<file path="config.mk">
export PLATFORM = sky130hd
export DESIGN_NAME = dbtc_top
export DESIGN_NICKNAME = d
export VERILOG_FILES = /design/src/hdl/dbtc_pkg.sv /design/src/hdl/dbtc_top.sv
export SDC_FILE = /design/constraint.sdc
export NUM_CORES = 1
export LEC_CHECK = 0
export BUFFER_PORTS_ARGS = -buffer_cell sky130_fd_sc_hd__buf_2
export CORE_ASPECT_RATIO = 1.2
export CORE_MARGIN = 4
export CORE_UTILIZATION = 60
export CTS_BUF_LIST = sky130_fd_sc_hd__clkbuf_8
export DETAILED_ROUTE_END_ITERATION = 10
export PLACE_DENSITY = 0.84
export SYNTH_ARGS = -nofsm -noshare
export SYNTH_HDL_FRONTEND = slang
export SYNTH_SLANG_ARGS = --single-unit
</file>
<file path="constraint.sdc">
create_clock -name clock_i -period 4.4 [get_ports clock_i]
set_input_delay 0.66 -clock clock_i [delete_from_list [all_inputs] [get_ports clock_i]]
set_output_delay 0.66 -clock clock_i [all_outputs]
set_load 0.05 [all_outputs]
</file>
<file path="src/hdl/dbtc_pkg.sv">
// Package with the register map, field positions and state of the timer.
package dbtc_pkg;

   // Register indices; the byte address on the bus is four times the index.
   localparam logic [15:0] DBTC_IDX_CONTROL    = 16'hFE10;
   localparam logic [15:0] DBTC_IDX_PRESCALER  = 16'hFE11;
   localparam logic [15:0] DBTC_IDX_COUNT_LOW  = 16'hFE12;
   localparam logic [15:0] DBTC_IDX_COUNT_HIGH = 16'hFE13;
   localparam logic [15:0] DBTC_IDX_MATCH_LOW  = 16'hFE14;
   localparam logic [15:0] DBTC_IDX_MATCH_HIGH = 16'hFE15;
   localparam logic [15:0] DBTC_IDX_CAPT_LOW   = 16'hFE16;
   localparam logic [15:0] DBTC_IDX_CAPT_HIGH  = 16'hFE17;
   localparam logic [17:0] DBTC_BASE_BYTE      = {DBTC_IDX_CONTROL, 2'b00};
   localparam int          DBTC_MIN_ADDR_W     = 18;

   // Control register fields.
   localparam int DBTC_BIT_HIGH_RUN    = 7;
   localparam int DBTC_BIT_LOW_RUN     = 6;
   localparam int DBTC_BIT_CASCADE     = 5;
   localparam int DBTC_BIT_LOW_EXT     = 4;
   localparam int DBTC_BIT_HIGH_FLAG   = 3;
   localparam int DBTC_BIT_HIGH_IE     = 2;
   localparam int DBTC_BIT_LOW_FLAG    = 1;
   localparam int DBTC_BIT_LOW_IE      = 0;

   // Values after reset, and the byte constants one and all ones.
   localparam logic [7:0]  DBTC_RST_BYTE    = 8'h00;
   localparam logic [7:0]  DBTC_BYTE_ONE    = 8'h01;
   localparam logic [7:0]  DBTC_BYTE_FULL   = 8'hFF;
   localparam logic [31:0] DBTC_RST_WORD    = 32'h0000_0000;

   typedef struct packed {
      logic [7:0]  ctrl;
      logic [7:0]  prr;
      logic [7:0]  pcnt;
      logic [7:0]  cnt_l;
      logic [7:0]  cnt_h;
      logic [7:0]  data_l;
      logic [7:0]  data_h;
      logic [7:0]  buf_l;
      logic [7:0]  buf_h;
      logic [7:0]  cap_l;
      logic [7:0]  cap_h;
      logic [31:0] prdata;
      logic        pready;
      logic        pslverr;
      logic        irq_l;
      logic        irq_h;
   } dbtc_state_t;

   localparam dbtc_state_t DBTC_STATE_RST = '{
      ctrl: DBTC_RST_BYTE, prr: DBTC_RST_BYTE, pcnt: DBTC_RST_BYTE,
      cnt_l: DBTC_RST_BYTE, cnt_h: DBTC_RST_BYTE,
      data_l: DBTC_RST_BYTE, data_h: DBTC_RST_BYTE,
      buf_l: DBTC_RST_BYTE, buf_h: DBTC_RST_BYTE,
      cap_l: DBTC_RST_BYTE, cap_h: DBTC_RST_BYTE,
      prdata: DBTC_RST_WORD, pready: 1'b0, pslverr: 1'b0,
      irq_l: 1'b0, irq_h: 1'b0};

endpackage : dbtc_pkg

</file>
<file path="src/hdl/dbtc_top.sv">
// Dual byte timer/counter with prescaler, match buffers and capture on APB.
`timescale 1ns/1ns
`default_nettype none

module dbtc_top #(
   parameter int ADDR_W = 32
) (
   input  wire logic              clock_i,
   input  wire logic              rst_n_i,
   input  wire logic              psel_i,
   input  wire logic              penable_i,
   input  wire logic              pwrite_i,
   input  wire logic [ADDR_W-1:0] paddr_i,
   input  wire logic [31:0]       pwdata_i,
   output logic      [31:0]       prdata_o,
   output logic                   pready_o,
   output logic                   pslverr_o,
   input  wire logic              deep_stop_i,
   input  wire logic              external_count_input_i,
   input  wire logic              low_capture_input_i,
   input  wire logic              high_capture_input_i,
   output logic                   low_irq_o,
   output logic                   high_irq_o
);
   import dbtc_pkg::*;

   if (ADDR_W < DBTC_MIN_ADDR_W || ADDR_W > 32)
   begin : g_addr_check
      $error("dbtc_top: ADDR_W must lie between 18 and 32");
   end

   dbtc_state_t s_r;
   dbtc_state_t s_nxt;

   localparam logic [ADDR_W-1:0] BASE_W = ADDR_W'(DBTC_BASE_BYTE);

   // One aligned word per register inside one 32 byte window.
   function automatic logic addr_hit(input logic [ADDR_W-1:0] a);
      addr_hit = (a[ADDR_W-1:5] == BASE_W[ADDR_W-1:5]) && (a[1:0] == 2'b00);
   endfunction : addr_hit

   function automatic logic sel_is(input logic [ADDR_W-1:0] a,
                                   input logic [15:0]       idx);
      sel_is = addr_hit(a) && (a[4:2] == idx[2:0]);
   endfunction : sel_is

   logic       acc_first;
   logic       wr_done;
   logic       pmatch;
   logic       prr_write;
   logic       run_l;
   logic       run_h;
   logic       cascade;
   logic       tick_l;
   logic       tick_h;
   logic       eq_l;
   logic       eq_h;
   logic       match_l;
   logic       match_h;
   logic [7:0] rd_byte;

   assign acc_first = psel_i & penable_i & ~s_r.pready;
   assign wr_done   = psel_i & penable_i & s_r.pready & pwrite_i;
   assign prr_write = wr_done & sel_is(paddr_i, DBTC_IDX_PRESCALER);

   assign run_l   = s_r.ctrl[DBTC_BIT_LOW_RUN];
   assign run_h   = s_r.ctrl[DBTC_BIT_HIGH_RUN];
   assign cascade = s_r.ctrl[DBTC_BIT_CASCADE];

   // Prescaler pulse is gated off in deep stop so no prescaled tick reaches the counters; external count pulses still do.
   assign pmatch = (s_r.pcnt == s_r.prr) & ~deep_stop_i;

   // External pulses are used as is; edge detection lives outside.
   assign tick_l = s_r.ctrl[DBTC_BIT_LOW_EXT] ?
                   external_count_input_i : pmatch;
   assign tick_h = cascade ? (tick_l & (s_r.cnt_l == DBTC_BYTE_FULL))
                           : pmatch;

   assign eq_l = (s_r.cnt_l == s_r.buf_l);
   assign eq_h = (s_r.cnt_h == s_r.buf_h);

   // In cascade the low byte owns the whole sixteen bit compare.
   assign match_l = run_l & tick_l & (cascade ? (eq_l & eq_h) : eq_l);
   assign match_h = cascade ? match_l : (run_h & tick_h & eq_h);

   always_comb
   begin
      rd_byte = DBTC_RST_BYTE;
      case (paddr_i[4:2])
         DBTC_IDX_CONTROL[2:0]:    rd_byte = s_r.ctrl;
         DBTC_IDX_PRESCALER[2:0]:  rd_byte = s_r.prr;
         DBTC_IDX_COUNT_LOW[2:0]:  rd_byte = s_r.cnt_l;
         DBTC_IDX_COUNT_HIGH[2:0]: rd_byte = s_r.cnt_h;
         DBTC_IDX_MATCH_LOW[2:0]:  rd_byte = s_r.data_l;
         DBTC_IDX_MATCH_HIGH[2:0]: rd_byte = s_r.data_h;
         DBTC_IDX_CAPT_LOW[2:0]:   rd_byte = s_r.cap_l;
         DBTC_IDX_CAPT_HIGH[2:0]:  rd_byte = s_r.cap_h;
         default:                  rd_byte = DBTC_RST_BYTE;
      endcase
   end

   always_comb
   begin
      s_nxt = s_r;

      // Bus answer: one wait state, error only for an unmapped address.
      s_nxt.pready  = acc_first;
      s_nxt.pslverr = acc_first & ~addr_hit(paddr_i);
      s_nxt.prdata  = (acc_first && addr_hit(paddr_i)) ?
                      {24'h000000, rd_byte} : DBTC_RST_WORD;

      // Prescaler.
      if (pmatch || prr_write)
      begin
         s_nxt.pcnt = DBTC_RST_BYTE;
      end
      else if (!deep_stop_i)
      begin
         s_nxt.pcnt = s_r.pcnt + DBTC_BYTE_ONE;
      end

      // Low byte counter and buffer.
      if (!run_l || match_l)
      begin
         s_nxt.cnt_l = DBTC_RST_BYTE;
         s_nxt.buf_l = s_r.data_l;
      end
      else if (tick_l)
      begin
         s_nxt.cnt_l = s_r.cnt_l + DBTC_BYTE_ONE;
      end

      // High byte counter and buffer.
      if (!run_h || match_h)
      begin
         s_nxt.cnt_h = DBTC_RST_BYTE;
         s_nxt.buf_h = s_r.data_h;
      end
      else if (tick_h)
      begin
         s_nxt.cnt_h = s_r.cnt_h + DBTC_BYTE_ONE;
      end

      // Captures see the count as it stands before this edge.
      if (cascade)
      begin
         if (high_capture_input_i)
         begin
            s_nxt.cap_l = s_r.cnt_l;
            s_nxt.cap_h = s_r.cnt_h;
         end
      end
      else
      begin
         if (low_capture_input_i)
         begin
            s_nxt.cap_l = s_r.cnt_l;
         end
         if (high_capture_input_i)
         begin
            s_nxt.cap_h = s_r.cnt_h;
         end
      end

      // Register writes take effect at the completing access edge.
      if (wr_done)
      begin
         if (sel_is(paddr_i, DBTC_IDX_CONTROL))
         begin
            s_nxt.ctrl = pwdata_i[7:0];
         end
         if (prr_write)
         begin
            s_nxt.prr = pwdata_i[7:0];
         end
         if (sel_is(paddr_i, DBTC_IDX_MATCH_LOW))
         begin
            s_nxt.data_l = pwdata_i[7:0];
         end
         if (sel_is(paddr_i, DBTC_IDX_MATCH_HIGH))
         begin
            s_nxt.data_h = pwdata_i[7:0];
         end
      end

      // A match in the same cycle as a clearing write still sets the flag.
      if (match_l)
      begin
         s_nxt.ctrl[DBTC_BIT_LOW_FLAG] = 1'b1;
      end
      if (match_h)
      begin
         s_nxt.ctrl[DBTC_BIT_HIGH_FLAG] = 1'b1;
      end

      s_nxt.irq_l = s_nxt.ctrl[DBTC_BIT_LOW_FLAG] &
                    s_nxt.ctrl[DBTC_BIT_LOW_IE];
      s_nxt.irq_h = s_nxt.ctrl[DBTC_BIT_HIGH_FLAG] &
                    s_nxt.ctrl[DBTC_BIT_HIGH_IE];
   end

   always_ff @(posedge clock_i or negedge rst_n_i)
   begin
      if (!rst_n_i)
      begin
         s_r <= DBTC_STATE_RST;
      end
      else
      begin
         s_r <= s_nxt;
      end
   end

   assign prdata_o   = s_r.prdata;
   assign pready_o   = s_r.pready;
   assign pslverr_o  = s_r.pslverr;
   assign low_irq_o  = s_r.irq_l;
   assign high_irq_o = s_r.irq_h;
endmodule : dbtc_top

`default_nettype wire

</file>
=== Word-level counts from Yosys, hierarchy flattened ===
Cells that the tools add are included.

* Reduce and logical (&&, ||, !) cells: 21
* Add/sub/neg operators: 3
* Eq/ne operators: 14
* Mux-type cells: 21
* Bitwise operators: 18

{| class="wikitable"
|+ Operator list
! operator !! number
|-
| 8-bit two-way mux || 10
|-
| 8-bit case mux with 8 select lines || 1
|-
| 16-bit two-way mux || 2
|-
| 27-bit by 13-bit == test with 1-bit output, second input constant || 1
|-
| 8-bit by 1-bit adder with 8-bit output, second input constant || 3
|-
| 8-bit == test || 3
|-
| 1-bit AND || 15
|-
| 3-bit == test, second input constant || 4
|-
| 12-bit two-way mux || 1
|-
| 2-bit AND reduction || 5
|-
| 8-bit == test, second input constant || 1
|-
| 3-bit by 2-bit == test with 1-bit output, second input constant || 2
|-
| 1-bit logical AND || 6
|-
| 1-bit two-way mux || 6
|-
| 2-bit nonzero test || 3
|-
| 4-bit two-way mux || 1
|-
| 3-bit by 1-bit == test with 1-bit output, second input constant || 1
|-
| 3-bit logical NOT || 1
|-
| 1-bit logical OR || 3
|-
| 1-bit inverter || 3
|-
| 1-bit logical NOT || 2
|-
| 2-bit logical NOT || 1
|-
| 2-bit by 1-bit inequality test with 1-bit output, second input constant || 1
|-
| 2-bit inequality test, second input constant || 1
|}

* Register bits after elaboration: 100
* Word-level logic and storage cells: 94

=== Depth between registers and ports, before layout ===
* Depth after elaboration: 10
* Depth in mapped cells: 9
* Depth with buffers taken out: 7

=== Worst setup path before layout ===
No wires, ideal clock.

* Kind: input port to flip-flop
* From: input paddr_i[2]
* To: register s_r[117] (netlist bit)
* Arrival: 2.427 ns
* Setup slack: 1.846 ns
* Cell stages on the path: 6
* Data required time: 4.273 ns
* Cell sequence: clkbuf_1 -> or3_1 -> clkbuf_1 -> nor4_2 -> mux2_2 -> or2_2

{| class="wikitable"
|+ RTL lines
! item !! line !! source
|-
| start: declaration || dbtc_top.sv:13 || <nowiki>input wire logic [ADDR_W-1:0] paddr_i,</nowiki>
|-
| end signal: assignment || dbtc_top.sv:210 || <nowiki>s_r <= s_nxt;</nowiki>
|-
| end: declaration || dbtc_top.sv:32 || <nowiki>dbtc_state_t s_r;</nowiki>
|}

=== Worst setup path after layout ===
* From: register s_r[88] (netlist bit)
* To: register s_r[64] (netlist bit)

* Word-level cells in the longest chain between the ends: 5

{| class="wikitable"
|+ RTL lines
! item !! line !! source
|-
| 8-bit == test || dbtc_top.sv:80 || <nowiki>assign eq_h = (s_r.cnt_h == s_r.buf_h);</nowiki>
|-
| 1-bit AND || dbtc_top.sv:83 || <nowiki>assign match_l = run_l & tick_l & (cascade ? (eq_l & eq_h) : eq_l);</nowiki>
|-
| 1-bit two-way mux || dbtc_top.sv:83 ||
|-
| 1-bit AND || dbtc_top.sv:83 ||
|-
| 1-bit logical OR || dbtc_top.sv:123 || <nowiki>if (!run_l || match_l)</nowiki>
|}

Every way passes these cells.
A chain may end at the register's enable or synchronous reset.

==> reports/results.txt <==
HP Class: input port to async pin
HPWL Detailed: 9.36 mm
# H-tree levels: 3
First-pass GRT wire length: 19.7 mm
Placed cell count: 638
Setup TNS Final: 0 ps
CP Data Arrival Time: 3230 ps
# IOs: 109
Die X: 94.4 um
Skew final: 13.9 ps
Clk buf depth: 2
RR Endpoint: s_r[64]$_DFFE_PN0N_
CP endpoint kind: flop
R2R setup slack: 1450 ps
CP required: 4680 ps
Final Util: 67.0%
Mapped cell area: 5370 sq um
Most frequent cells in the layout: 100 x dfrtp_1, 59 x buf_2, 57 x mux2_2
R2R cell count: 6
TritonCTS Buffers: 9
Sequential area share after synthesis: 46.6%
R2R Path Start: s_r[88]$_DFFE_PN0P_
PostCTS Resize Cnt: 0
Gpl congestion: 0.916
Clock latency at the later pin of the worst-skew pair: 380 ps
Initial Util: 62.1%
Post-synth EDFFs: 0
CP max FO: 15
Clock sink total: 100
Post-DR vias/cell: 5.94
Synth warnings: 0
CTS Hold Buffers Added: 0
Final Max Tran Viols: 0
PwrDens: 326 nW/um^2
Max Cap Viol: 0
Layout cells sized above 1: 29.1%
Synth Instances: 488
Root buffer cell: clkbuf_8
Least-Margin Pin Slew: 964 ps
Antenna cells: 0
Mean Syn Cell Area: 11.0 sq um
Most used DFF post-synth: dfrtp_1
PortBufs: 60
Final Non-Filler Cells: 654
Gr ovfl total: 0
Clock-pin slew on the worst setup and hold paths: 100 ps
Number of endpoints failing setup at the final stage: 0
Final number of hold-violating endpoints: 0
Period utilization: 67.1%
Min cycle time layout: 2950 ps
Total track usage: 24.7%
Unrepaired setup endpoints after global routing: no
Status: finished clean
Area growth syn-to-layout: 8.01%
VDD IR max: 298 uV
Antenna-violating nets left: 0
Leak: 2.88 nW
Synth Register Bits: 100
Initial drt markers: 349
CP Launch Type: flop
Achievable Freq: 0.339 GHz
Critical path class: flop to flop
Top cells by area, synth: dfrtp_1 47%, mux2_2 12%, buf_4 4.5%, xnor2_1 3.6%, nor2_1 3.4%
Die Ht: 112 um
Post-CTS Setup Bufs: 0
Antenna violations before repair: 0
Post-synthesis async set-or-reset flop share: 100%
Area leader, netlist: dfrtp_1
CTS tree: done
Nets: 608
Row Count: 37
Vias in the first global route: 3,829
Via count: 3,885
Router iterations before antenna repair: 5
Rel. slew slack: 35.8%
Post-synth top area share: 46.6%
DR WL/cell: 18.9 um
Final WL: 12.4 mm
Die Area: 10,500 sq um
Largest net degree at the start of global routing: 79
Synth cell types: 58
Core area: 8660 sq um
Residual DRC: 0
Most common cell after layout, fill and taps aside: dfrtp_1
per-stage QoR:
stage               worst slack (ps)  total power [W]  hold WS [ps]  area [sq um]
global route                    1230          0.00197           490          5800
CTS                             1460          0.00190           456          5800
floorplan                       1850          0.00117           364          5460
detailed placement              1420          0.00124           493          5570
global placement                1460          0.00123           481          5570
finish                          1450          0.00189           429          5800
registers in the layout, indices dropped and copies added, names as in the netlist:
| signal | flops |
|---|---|
| run_l | 1 |
| pready_o | 1 |
| run_h | 1 |
| s_r | 85 |
| prdata_o | 8 |
| pslverr_o | 1 |
| low_irq_o | 1 |
| high_irq_o | 1 |
| cascade | 1 |
Yosys cell counts (4+ instances only):
master and instances:
mux2_2 57, dfrtp_1 100, nor2_1 49, nand4_1 9, mux2i_1 9, a21oi_1 17, xor2_1 21, a211oi_1 12
clkbuf_1 11, nand3_1 15, inv_1 10, and3_1 5, nand2_1 27, xnor2_1 22, nor2b_1 5, nor3_1 12
o21ai_0 9, nor4_1 4, buf_4 32
kinds of logic (layout without fill, tap and decap cells):
group / count (synthesis) / count (layout) / share of synthesized area, %
flops: 100 / 100 / 46.6
mux: 74 / 74 / 16.1
fa+ha+maj: 3 / 3 / 0.699
compound gates: 55 / 55 / 7.73
xor+xnor: 43 / 43 / 7.01
buf+inv: 62 / 88 / 7.24
other cells: 1 / 24 / 0.0698
simple gates: 150 / 150 / 14.6
routing by layer:
metal / vias up / wire length, um / part of all wire [%] / global-route usage [%]
li1: 1747 / - / - / -
met5: - / 0 / 0 / 0
met2: 181 / 6160 / 50 / 39.7
met1: 1930 / 4870 / 39 / 31.8
met4: 0 / 381 / 3.1 / 10.5
met3: 27 / 958 / 7.7 / 5.81
worst max-delay path, stage by stage (launching register included):
cell and delay, ps:
dfrtp_1 470, xor2_1 180, nor4_2 350, nand2_1 270, a2111oi_4 560, nand2b_1 610, mux2_2 410
area by class of cell:
cell class,count,area [sq um]
tap,117,146
sequential,100,2500
inverter,10,37.5
fill,684,2850
multi-input combinational,349,2570
clock inverter,6,93.8
timing repair buffer,62,318
clock buffer,10,138
worst max-delay path by stage:
stage | slack, ps | endpoint | startpoint
finish | 1450 | s_r[64]$_DFFE_PN0N_ | s_r[88]$_DFFE_PN0P_
global route | 1230 | s_r[64]$_DFFE_PN0N_ | s_r[84]$_DFFE_PN0P_
CTS | 1460 | s_r[64]$_DFFE_PN0N_ | s_r[87]$_DFFE_PN0P_
global placement | 1460 | s_r[61]$_DFFE_PN0N_ | deep_stop_i
detailed placement | 1420 | s_r[64]$_DFFE_PN0N_ | deep_stop_i
floorplan | 1850 | s_r[117]$_DFF_PN0_ | paddr_i[2]
report_power, final:
| group | switching (W) | internal (W) | leakage, nW |
|---|---|---|---|
| registers | 0.0000256 | 0.000937 | 1.39 |
| clock network | 0.000326 | 0.000342 | 0.119 |
| logic | 0.000186 | 0.0000753 | 1.37 |
| total | 0.000537 | 0.00135 | 2.88 |
No activity file was read; power rests on OpenSTA's default activity.
